--- src/inc/fpvc_consts.vh ---
`ifndef FPVC_CONSTS_VH
`define FPVC_CONSTS_VH
// ----------------------------------------
// extension register indices
// ----------------------------------------
`define FPVC_IDX_VCOMP 8'h57
`define FPVC_IDX_TOPLO 8'h58
`define FPVC_IDX_INSERT 8'h59
`define FPVC_IDX_REPL 8'h5A
`define FPVC_IDX_PWRDLY 8'h5B
`define FPVC_IDX_STATUS 8'h5C
`define FPVC_IDX_ACDRV 8'h5E
`define FPVC_IDX_BLINK 8'h60
`define FPVC_IDX_SEPCTL 8'h61
`define FPVC_IDX_SHIFT 8'h62
`define FPVC_IDX_MONO 8'h63
// ----------------------------------------
// reset values
// ----------------------------------------
`define FPVC_RST_ZERO 8'h00
`define FPVC_RST_PWRDLY 8'h81
`define FPVC_RST_BLINK 8'h83
// ----------------------------------------
// field positions
// ----------------------------------------
`define FPVC_VC_EN 0
`define FPVC_VC_AUTO 1
`define FPVC_VC_TXT_STRETCH 2
`define FPVC_VC_TXT_TALL 4
`define FPVC_VC_STRETCH_EN 5
`define FPVC_VC_PRIO 6
`define FPVC_INS_TOP_HI 6:5
`define FPVC_HEIGHT 3:0
`define FPVC_DLY_UP 7:4
`define FPVC_DLY_DN 3:0
`define FPVC_AC_MODE 7
`define FPVC_AC_COUNT 6:0
`define FPVC_BL_CURSOR 5:0
`define FPVC_BL_DUTY 7:6
`define FPVC_SEP_EN 0
`define FPVC_SEP_THR 4:1
`define FPVC_SEP_WRAP 5
`define FPVC_SEP_ENH 6
`define FPVC_POL 7
`define FPVC_SH_FG 3:0
`define FPVC_SH_BG 7:4
`define FPVC_MONO_THR 5:0
// ----------------------------------------
// timing: log2 of one power delay step in reference clocks, largest ac count that leaves the drive frozen, log2 of pixel blink half period in frames
// ----------------------------------------
`define FPVC_UP_STEP_LOG2 17
`define FPVC_DN_STEP_LOG2 20
`define FPVC_AC_MIN_COUNT 7'h02
`define FPVC_PIX_BLINK_LOG2 4
`endif

--- src/fpvc_panel_ext.v ---
`timescale 1ns/1ps
`include "fpvc_consts.vh"

module fpvc_panel_ext #(
  parameter UP_STEP_LOG2 = `FPVC_UP_STEP_LOG2,
  parameter DN_STEP_LOG2 = `FPVC_DN_STEP_LOG2
) (
  // clock and reset (core_clk is the input reference clock)
  input wire core_clk,
  input wire rst,
  // indexed extension register port
  input wire io_index_we,
  input wire io_data_we,
  input wire [7:0] io_wdata,
  output reg [7:0] io_rdata_ff,
  // display timing
  input wire text_mode,
  input wire hsync_pulse,
  input wire vsync_pulse,
  input wire row_end_pulse,
  input wire double_scan_req,
  input wire panel_power_req,
  // colour path
  input wire color_display,
  input wire [3:0] fg_color,
  input wire [3:0] bg_color,
  input wire pixel_is_fg,
  input wire [5:0] lut_video,
  // vertical compensation
  output reg vertical_stretch_active_ff,
  output reg stretch_priority_select_ff,
  output reg use_top_border_ff,
  output reg [9:0] top_border_value_ff,
  output reg insert_line_ff,
  output reg double_scanning_ff,
  output reg line_replication_ff,
  // panel power and drive
  output reg panel_logic_supply_enable_ff,
  output reg panel_drive_oe_ff,
  output reg panel_bias_supply_enable_ff,
  output reg panel_ac_drive_toggle_ff,
  // blink and video
  output reg cursor_blink_on_ff,
  output reg char_blink_on_ff,
  output reg pixel_blink_on_ff,
  output reg [5:0] panel_video_ff,
  output reg mono_pixel_ff
);

  // ----------------------------------------
  // register file
  // ----------------------------------------
  reg [7:0] index_ff;
  reg [7:0] vcomp_ff, toplo_ff, insert_ff, repl_ff, pwrdly_ff;
  reg [7:0] acdrv_ff, blink_ff, sepctl_ff, shift_ff, mono_ff;
  wire [2:0] pwr_state;
  wire [7:0] status;

  always @(posedge core_clk) begin
    if (rst) begin
      index_ff <= `FPVC_RST_ZERO;
      vcomp_ff <= `FPVC_RST_ZERO;
      toplo_ff <= `FPVC_RST_ZERO;
      insert_ff <= `FPVC_RST_ZERO;
      repl_ff <= `FPVC_RST_ZERO;
      pwrdly_ff <= `FPVC_RST_PWRDLY;
      acdrv_ff <= `FPVC_RST_ZERO;
      blink_ff <= `FPVC_RST_BLINK;
      sepctl_ff <= `FPVC_RST_ZERO;
      shift_ff <= `FPVC_RST_ZERO;
      mono_ff <= `FPVC_RST_ZERO;
    end else begin
      if (io_index_we) begin
        index_ff <= io_wdata;
      end
      if (io_data_we) begin
        case (index_ff)
          `FPVC_IDX_VCOMP: vcomp_ff <= io_wdata & 8'h7F;
          `FPVC_IDX_TOPLO: toplo_ff <= io_wdata;
          `FPVC_IDX_INSERT: insert_ff <= io_wdata & 8'h6F;
          `FPVC_IDX_REPL: repl_ff <= io_wdata & 8'h0F;
          `FPVC_IDX_PWRDLY: pwrdly_ff <= io_wdata;
          `FPVC_IDX_ACDRV: acdrv_ff <= io_wdata;
          `FPVC_IDX_BLINK: blink_ff <= io_wdata;
          `FPVC_IDX_SEPCTL: sepctl_ff <= io_wdata;
          `FPVC_IDX_SHIFT: shift_ff <= io_wdata;
          `FPVC_IDX_MONO: mono_ff <= io_wdata & 8'hBF;
          default: begin
          end
        endcase
      end
    end
  end

  assign status = {panel_ac_drive_toggle_ff, cursor_blink_on_ff, char_blink_on_ff,
                   insert_line_ff, 1'b0, pwr_state};

  // read data follows the index one clock later
  always @(posedge core_clk) begin
    if (rst) begin
      io_rdata_ff <= `FPVC_RST_ZERO;
    end else begin
      case (index_ff)
        `FPVC_IDX_VCOMP: io_rdata_ff <= vcomp_ff;
        `FPVC_IDX_TOPLO: io_rdata_ff <= toplo_ff;
        `FPVC_IDX_INSERT: io_rdata_ff <= insert_ff;
        `FPVC_IDX_REPL: io_rdata_ff <= repl_ff;
        `FPVC_IDX_PWRDLY: io_rdata_ff <= pwrdly_ff;
        `FPVC_IDX_STATUS: io_rdata_ff <= status;
        `FPVC_IDX_ACDRV: io_rdata_ff <= acdrv_ff;
        `FPVC_IDX_BLINK: io_rdata_ff <= blink_ff;
        `FPVC_IDX_SEPCTL: io_rdata_ff <= sepctl_ff;
        `FPVC_IDX_SHIFT: io_rdata_ff <= shift_ff;
        `FPVC_IDX_MONO: io_rdata_ff <= mono_ff;
        default: io_rdata_ff <= `FPVC_RST_ZERO;
      endcase
    end
  end

  // ----------------------------------------
  // vertical compensation
  // ----------------------------------------
  wire comp_en = vcomp_ff[`FPVC_VC_EN];
  wire stretch_en = comp_en & vcomp_ff[`FPVC_VC_STRETCH_EN];
  wire insert_en = comp_en & text_mode & vcomp_ff[`FPVC_VC_TXT_STRETCH] &
                   ~vcomp_ff[`FPVC_VC_TXT_TALL];
  reg [4:0] ins_left_ff;
  reg [3:0] repl_cnt_ff;
  wire inserting = (ins_left_ff != 5'h00);

  always @(posedge core_clk) begin
    if (rst) begin
      vertical_stretch_active_ff <= 1'b0;
      stretch_priority_select_ff <= 1'b0;
      use_top_border_ff <= 1'b0;
      top_border_value_ff <= 10'h000;
      ins_left_ff <= 5'h00;
      insert_line_ff <= 1'b0;
      double_scanning_ff <= 1'b0;
      repl_cnt_ff <= 4'h0;
      line_replication_ff <= 1'b0;
    end else begin
      vertical_stretch_active_ff <= stretch_en;
      stretch_priority_select_ff <= stretch_en & vcomp_ff[`FPVC_VC_PRIO];
      use_top_border_ff <= comp_en & ~vcomp_ff[`FPVC_VC_AUTO];
      top_border_value_ff <= {insert_ff[`FPVC_INS_TOP_HI], toplo_ff};
      if (row_end_pulse && insert_en) begin
        ins_left_ff <= {1'b0, insert_ff[`FPVC_HEIGHT]} + 5'h01;
      end else if (hsync_pulse && inserting) begin
        ins_left_ff <= ins_left_ff - 5'h01;
      end
      insert_line_ff <= inserting;
      double_scanning_ff <= double_scan_req & ~inserting;
      line_replication_ff <= 1'b0;
      if (!stretch_en) begin
        repl_cnt_ff <= 4'h0;
      end else if (hsync_pulse && !inserting) begin
        // every output line except inserted ones counts, double scanned ones included
        if (repl_cnt_ff == repl_ff[`FPVC_HEIGHT]) begin
          repl_cnt_ff <= 4'h0;
          line_replication_ff <= 1'b1;
        end else begin
          repl_cnt_ff <= repl_cnt_ff + 4'h1;
        end
      end
    end
  end

  // ----------------------------------------
  // panel power sequencing
  // ----------------------------------------
  localparam PS_OFF = 3'h0;
  localparam PS_UP1 = 3'h1;
  localparam PS_UP2 = 3'h2;
  localparam PS_ON = 3'h3;
  localparam PS_DN1 = 3'h4;
  localparam PS_DN2 = 3'h5;
  reg [2:0] ps_ff;
  reg [24:0] dly_ff;
  wire [24:0] up_steps = {21'h000000, pwrdly_ff[`FPVC_DLY_UP]} + 25'h0000001;
  wire [24:0] dn_steps = {21'h000000, pwrdly_ff[`FPVC_DLY_DN]} + 25'h0000001;
  wire [24:0] up_dly = up_steps << UP_STEP_LOG2;
  wire [24:0] dn_dly = dn_steps << DN_STEP_LOG2;
  wire dly_done = (dly_ff == 25'h0000001);
  assign pwr_state = ps_ff;

  always @(posedge core_clk) begin
    if (rst) begin
      ps_ff <= PS_OFF;
      dly_ff <= 25'h0000000;
      panel_logic_supply_enable_ff <= 1'b0;
      panel_drive_oe_ff <= 1'b0;
      panel_bias_supply_enable_ff <= 1'b0;
    end else begin
      if (dly_ff != 25'h0000000) begin
        dly_ff <= dly_ff - 25'h0000001;
      end
      case (ps_ff)
        PS_OFF: begin
          if (panel_power_req) begin
            panel_logic_supply_enable_ff <= 1'b1;
            dly_ff <= up_dly;
            ps_ff <= PS_UP1;
          end
        end
        PS_UP1: begin
          if (dly_done) begin
            panel_drive_oe_ff <= 1'b1;
            dly_ff <= up_dly;
            ps_ff <= PS_UP2;
          end
        end
        PS_UP2: begin
          if (dly_done) begin
            panel_bias_supply_enable_ff <= 1'b1;
            ps_ff <= PS_ON;
          end
        end
        PS_ON: begin
          if (!panel_power_req) begin
            panel_bias_supply_enable_ff <= 1'b0;
            dly_ff <= dn_dly;
            ps_ff <= PS_DN1;
          end
        end
        PS_DN1: begin
          if (dly_done) begin
            panel_drive_oe_ff <= 1'b0;
            dly_ff <= dn_dly;
            ps_ff <= PS_DN2;
          end
        end
        PS_DN2: begin
          if (dly_done) begin
            panel_logic_supply_enable_ff <= 1'b0;
            ps_ff <= PS_OFF;
          end
        end
        default: begin
          ps_ff <= PS_OFF;
        end
      endcase
    end
  end

  // ----------------------------------------
  // ac drive toggle
  // ----------------------------------------
  reg [7:0] ac_cnt_ff;
  wire [7:0] ac_period = {1'b0, acdrv_ff[`FPVC_AC_COUNT]} + 8'h02;

  always @(posedge core_clk) begin
    if (rst) begin
      ac_cnt_ff <= 8'h00;
      panel_ac_drive_toggle_ff <= 1'b0;
    end else if (acdrv_ff[`FPVC_AC_MODE]) begin
      ac_cnt_ff <= 8'h00;
      if (vsync_pulse) begin
        panel_ac_drive_toggle_ff <= ~panel_ac_drive_toggle_ff;
      end
    end else if (acdrv_ff[`FPVC_AC_COUNT] > `FPVC_AC_MIN_COUNT) begin
      if (hsync_pulse) begin
        if (ac_cnt_ff >= ac_period - 8'h01) begin
          ac_cnt_ff <= 8'h00;
          panel_ac_drive_toggle_ff <= ~panel_ac_drive_toggle_ff;
        end else begin
          ac_cnt_ff <= ac_cnt_ff + 8'h01;
        end
      end
    end else begin
      // small counts leave the drive phase frozen
      ac_cnt_ff <= 8'h00;
    end
  end

  // ----------------------------------------
  // blink timing
  // ----------------------------------------
  reg [5:0] half_cnt_ff;
  reg [1:0] quarter_ff;
  reg [4:0] pix_cnt_ff;
  wire [1:0] duty = blink_ff[`FPVC_BL_DUTY];
  reg char_on;

  always @* begin
    case (duty)
      2'h0: char_on = ~quarter_ff[0];
      2'h1: char_on = (quarter_ff == 2'h0);
      2'h3: char_on = (quarter_ff != 2'h3);
      default: char_on = ~quarter_ff[1];
    endcase
  end

  always @(posedge core_clk) begin
    if (rst) begin
      half_cnt_ff <= 6'h00;
      quarter_ff <= 2'h0;
      pix_cnt_ff <= 5'h00;
      cursor_blink_on_ff <= 1'b1;
      char_blink_on_ff <= 1'b1;
      pixel_blink_on_ff <= 1'b1;
    end else begin
      if (vsync_pulse) begin
        pix_cnt_ff <= pix_cnt_ff + 5'h01;
        if (half_cnt_ff >= blink_ff[`FPVC_BL_CURSOR]) begin
          half_cnt_ff <= 6'h00;
          quarter_ff <= quarter_ff + 2'h1;
        end else begin
          half_cnt_ff <= half_cnt_ff + 6'h01;
        end
      end
      cursor_blink_on_ff <= ~quarter_ff[0];
      char_blink_on_ff <= char_on;
      pixel_blink_on_ff <= ~pix_cnt_ff[`FPVC_PIX_BLINK_LOG2];
    end
  end

  // ----------------------------------------
  // text colour separation and video out
  // ----------------------------------------
  // shift one colour away from the other, clamped or wrapped
  function [3:0] fpvc_shift;
    input [3:0] own;
    input [3:0] other;
    input [3:0] amount;
    input wrap;
    reg [4:0] sum;
    begin
      if (own > other) begin
        sum = {1'b0, own} + {1'b0, amount};
        fpvc_shift = (sum[4] && !wrap) ? 4'hF : sum[3:0];
      end else begin
        sum = {1'b0, own} - {1'b0, amount};
        fpvc_shift = (sum[4] && !wrap) ? 4'h0 : sum[3:0];
      end
    end
  endfunction

  // attribute 07h and 0Fh trade places under enhancement
  function [3:0] fpvc_enh;
    input [3:0] c;
    input en;
    begin
      if (en && c == 4'h7) begin
        fpvc_enh = 4'hF;
      end else if (en && c == 4'hF) begin
        fpvc_enh = 4'h7;
      end else begin
        fpvc_enh = c;
      end
    end
  endfunction

  wire sep_on = text_mode & sepctl_ff[`FPVC_SEP_EN];
  wire wrap = sepctl_ff[`FPVC_SEP_WRAP];
  wire [3:0] fg_e = fpvc_enh(fg_color, text_mode & sepctl_ff[`FPVC_SEP_ENH]);
  wire [3:0] bg_e = fpvc_enh(bg_color, text_mode & sepctl_ff[`FPVC_SEP_ENH]);
  wire [3:0] diff = (fg_e > bg_e) ? (fg_e - bg_e) : (bg_e - fg_e);
  wire close = (diff < sepctl_ff[`FPVC_SEP_THR]) && (diff != 4'h0);
  wire [3:0] fg_s = close ? fpvc_shift(fg_e, bg_e, shift_ff[`FPVC_SH_FG], wrap) : fg_e;
  wire [3:0] bg_s = close ? fpvc_shift(bg_e, fg_e, shift_ff[`FPVC_SH_BG], wrap) : bg_e;
  wire [3:0] pix4 = (pixel_is_fg && !insert_line_ff) ? fg_s : bg_s;
  wire [5:0] pix6 = {pix4[3], pix4[3],
                     color_display ? (|pix4) : pix4[3], pix4[2:0]};
  wire [5:0] video = sep_on ? pix6 : lut_video;
  wire invert = text_mode ? sepctl_ff[`FPVC_POL] : mono_ff[`FPVC_POL];

  always @(posedge core_clk) begin
    if (rst) begin
      panel_video_ff <= 6'h00;
      mono_pixel_ff <= 1'b0;
    end else begin
      panel_video_ff <= video ^ {6{invert}};
      mono_pixel_ff <= (video >= mono_ff[`FPVC_MONO_THR]) ^ invert;
    end
  end

endmodule

--- config.mk ---
export PLATFORM = sky130hd
export DESIGN_NAME = fpvc_panel_ext
export DESIGN_NICKNAME = d
export VERILOG_FILES = /design/src/fpvc_panel_ext.v
export VERILOG_INCLUDE_DIRS = /design/src /design/src/inc
export SDC_FILE = /design/constraint.sdc
export NUM_CORES = 1
export LEC_CHECK = 0
export BUFFER_PORTS_ARGS = -buffer_cell sky130_fd_sc_hd__buf_4
export CORE_MARGIN = 2
export CORE_UTILIZATION = 55
export CTS_BUF_LIST = sky130_fd_sc_hd__clkbuf_8
export DETAILED_ROUTE_END_ITERATION = 8
export PLACE_DENSITY = 0.74
export SYNTH_ARGS = -nofsm -noshare
export SYNTH_HDL_FRONTEND = slang
export SYNTH_SLANG_ARGS = --single-unit
--- constraint.sdc ---
create_clock -name core_clk -period 6.33 [get_ports core_clk]
set_input_delay 0.3165 -clock core_clk [delete_from_list [all_inputs] [get_ports core_clk]]
set_output_delay 0.3165 -clock core_clk [all_outputs]
set_load 0.1 [all_outputs]
==> results.toml <==
[pwr]
ir_drop_uv = 256
seq_power_share_pct = 41.8
p_leak_nw = 4.16
pwr-share-clk_pct = 28.9
p_switching_mw = 1.03
intPower_mw = 1.99
p_per_area_nw_per_um2 = 283
p_comb_share_pct = 29.3
swShare_pct = 34.0

[clocking]
cts.sinks = 176
post_cts_buffers = 0
cts-resized-gates = 0
cts_tree = "yes"
ctsHoldBuffers = 0
clockBufferDepth = 2
clock-root-buffer = "clkbuf_8"
clk_pin_slew_worst_paths_ns = 0.10
ctsHtreeMaxLevel = 4
clk_latency_ns = 0.46
cts_buffers = 17

[floorplan]
core_area_um2 = 17200
die_y_um = 136
fp.dieW_um = 136
start_util_pct = 55.8
ios = 72
rows = 48
die_area_um2 = 18500

[grt]
use_met3_pct = 4.51
grt_most_used_layer = "met2"
grt_pass1_vias = 7586
grt_use_total_pct = 28.3
use_met1_pct = 41.6
grt_max_degree = 76
grt.met2_usage_pct = 43.1
grt-ovfl-total = 0
antenna_found_initial = 0
grt_pass1_wl_um = 40700

[critical_path]
rr_startpoint = "sepctl_ff[6]"
path_buf_inv = 1
critPathKind = "reg2reg"
worstSetupEndpointType = "register"
worstReg2RegEnd = "mono_pixel_ff"
reg2reg_depth = 27
cp_top_family = "compound AO/OA/AOI/OAI gates"
cpMaxStageDelayCell = "ha_1"
cp-start-kind = "register"
crit_fanout = 10
cp.arrival_ns = 5.45
slowest_delay_ns = 0.42
r2r_setup_slack_ns = 1.23
required_ns = 6.69

[yosys]
synth_ff_type = "dfxtp_1"
synth_edf_count = 0
synth-seq-cells = 176
ys_seq_area_share_pct = 36.8
synthesis.area_um2 = 9590
synth-async-reset-ratio_pct = 0
ys_types = 73
syn_nets = 1263
syn_avg_cell_area_um2 = 8.24
yosys_warnings = 0
syn_inst = 1163

[hold_path]
hp-class = "in2reg"
min_from = "double_scan_req"
holdPathEnd = "double_scanning_ff"
holdPathStages = 2

[timing]
period_share_pct = 80.5
rsz0062_at_grt = "no"
worst_slack_ns = 1.23
hold_viol = 0
fmax_mhz = 196
worstMarginPinSlew_ns = 1.31
layout_min_cycle_time_ns = 5.10
finalClockSkew_ns = 0.0153
setup_viol = 0
finalMaxSlewViolations = 0
slew_headroom_pct = 12.2
finalSetupTns_ns = 0

[layout]
antenna_cells = 0
layout_common_cells = "176 x dfxtp_1, 135 x nand2_1, 105 x a21oi_1"
final_net_count = 1301
area_growth_pct = 11.4
drive_above_1_share_pct = 11.5
final_common_cell = "dfxtp_1"

[outcome]
status = "complete, but fails checks"
violations = "DRC"

[placed_design]
place_ws_ns = 1.06
portBuffers = 71
gp_congestion = 0.958
dp_hpwl_um = 18900

[drt]
vias = 8427
postRouteAntennaNets = 0
drcViolationCount = 1
totalWireLength_um = 25900
viasPerCell = 5.86
drtIter0Drc = 884
wl_per_cell_um = 18.0
first_pass_iters = 9

[flow_run]
drv_cap = 0
stage by stage:
| step | util, % | instances | instance area [um2] | power [mW] | hold slack (ns) |
|---|---|---|---|---|---|
| global placement | 59.6 | 1407 | 10200 | 2.14 | 0.397 |
| finish | 62.2 | 1438 | 10700 | 3.02 | 0.103 |
| floorplan | - | 1163 | 9590 | 1.97 | 0.382 |
| CTS | 62.2 | 1438 | 10700 | 3.01 | 0.0928 |
| global route | 62.2 | 1438 | 10700 | 3.17 | 0.0926 |
| detailed placement | 59.6 | 1407 | 10200 | 2.16 | 0.403 |
worst max-delay path by stage:
stage	startpoint	endpoint	slack [ns]	cells after the start
finish	sepctl_ff[6]	mono_pixel_ff	1.23	27
global placement	text_mode	mono_pixel_ff	1.12	28
floorplan	text_mode	mono_pixel_ff	1.63	25
CTS	sepctl_ff[6]	mono_pixel_ff	1.22	27
global route	sepctl_ff[6]	mono_pixel_ff	0.76	27
detailed placement	text_mode	mono_pixel_ff	1.06	28
metal layers:
layer  share of wire [%]  vias to the layer above  wire length, um
met1                  46                     3935            11900
met5                   0                        -                0
met3                 8.1                       32             2110
li1                    -                     4131                -
met2                  44                      329            11400
met4                 2.0                        0              523
power by group through the flow:
stage / Combinational (mW) / Clock [mW] / Sequential [mW]
floorplan: 0.639 / 0 / 1.34
global placement: 0.860 / 0 / 1.28
detailed placement: 0.873 / 0 / 1.28
CTS: 0.879 / 0.876 / 1.26
global route: 0.973 / 0.922 / 1.27
finish: 0.885 / 0.871 / 1.26
flip-flops by register name, summed over array words and instances (netlist names), 4 cells and up:
signal and count:
top_border_value_ff 10, pwrdly_ff 8, half_cnt_ff 6, ins_left_ff 5
shift_ff 8, panel_video_ff 6, blink_ff 8, repl_ff 4
mono_ff 7, io_rdata_ff 8, toplo_ff 8, acdrv_ff 8
pix_cnt_ff 5, index_ff 8, ac_cnt_ff 8, sepctl_ff 8
insert_ff 6, vcomp_ff 7, repl_cnt_ff 4, dly_ff 25
area by class of cell:
| cell class | instances | area (um2) |
|---|---|---|
| Sequential cell | 176 | 3520 |
| Multi-Input combinational cell | 877 | 5640 |
| Timing Repair Buffer | 79 | 593 |
| Clock inverter | 12 | 183 |
| Clock buffer | 19 | 262 |
| Tap cell | 225 | 282 |
| Inverter | 50 | 189 |
| Fill cell | 1519 | 6500 |
Yosys cell counts (4+ instances only):
master / n / area (um2)
and2_1: 12 / 75.1
a22oi_1: 14 / 105
nand2b_1: 26 / 163
o21ai_0: 29 / 145
nor4_1: 6 / 37.5
nand2_1: 135 / 507
o22ai_1: 4 / 25.0
mux2i_1: 22 / 220
o21a_1: 5 / 37.5
or3_1: 8 / 50.1
nor3b_1: 7 / 52.6
nor2_1: 104 / 390
a211oi_1: 7 / 52.6
ha_1: 60 / 751
a221oi_1: 9 / 78.8
xnor2_1: 30 / 263
dfxtp_1: 176 / 3520
nand3_1: 91 / 455
a222oi_1: 7 / 70.1
nor3_1: 22 / 110
mux2_2: 4 / 45.0
and3_1: 10 / 62.6
xor2_1: 37 / 324
fa_1: 6 / 120
nor2b_1: 19 / 119
inv_1: 49 / 184
buf_2: 4 / 20.0
a21o_1: 10 / 75.1
a211o_1: 4 / 35.0
a31oi_1: 11 / 68.8
o211ai_1: 4 / 30.0
nand4_1: 11 / 68.8
clkbuf_1: 54 / 203
or2_2: 7 / 43.8
o31ai_1: 4 / 30.0
a21oi_1: 105 / 526
worst reg2reg max path: stages, from the launching register on:
cell	delay [ns]
dfxtp_1	0.35
and2_1	0.17
nand4_1	0.12
xor2_1	0.19
inv_1	0.12
ha_1	0.42
nand3_1	0.14
o32a_4	0.35
o21a_2	0.17
o21ai_0	0.16
ha_1	0.25
a21boi_0	0.12
o21ai_0	0.17
nand2b_1	0.07
a21oi_1	0.24
o41ai_4	0.18
and2_1	0.18
o31a_1	0.27
ha_1	0.27
nand2b_1	0.14
a21o_1	0.17
a21oi_1	0.14
nor2b_1	0.05
o21ai_0	0.13
nand2b_1	0.07
a21oi_1	0.17
xnor2_1	0.13
nor2_1	0.05
logic make-up after synthesis:
kind of cell	Yosys count	synth area share (%)
and+or+nand+nor	481	24.6
AOI/OAI and AO/OA	235	15.9
DFF	176	36.8
buffers and inverters	110	4.37
xor gates and xnor gates	67	6.12
adders and majority gates	66	9.08
muxes	28	3.24
(Power assumes the default switching activity.)
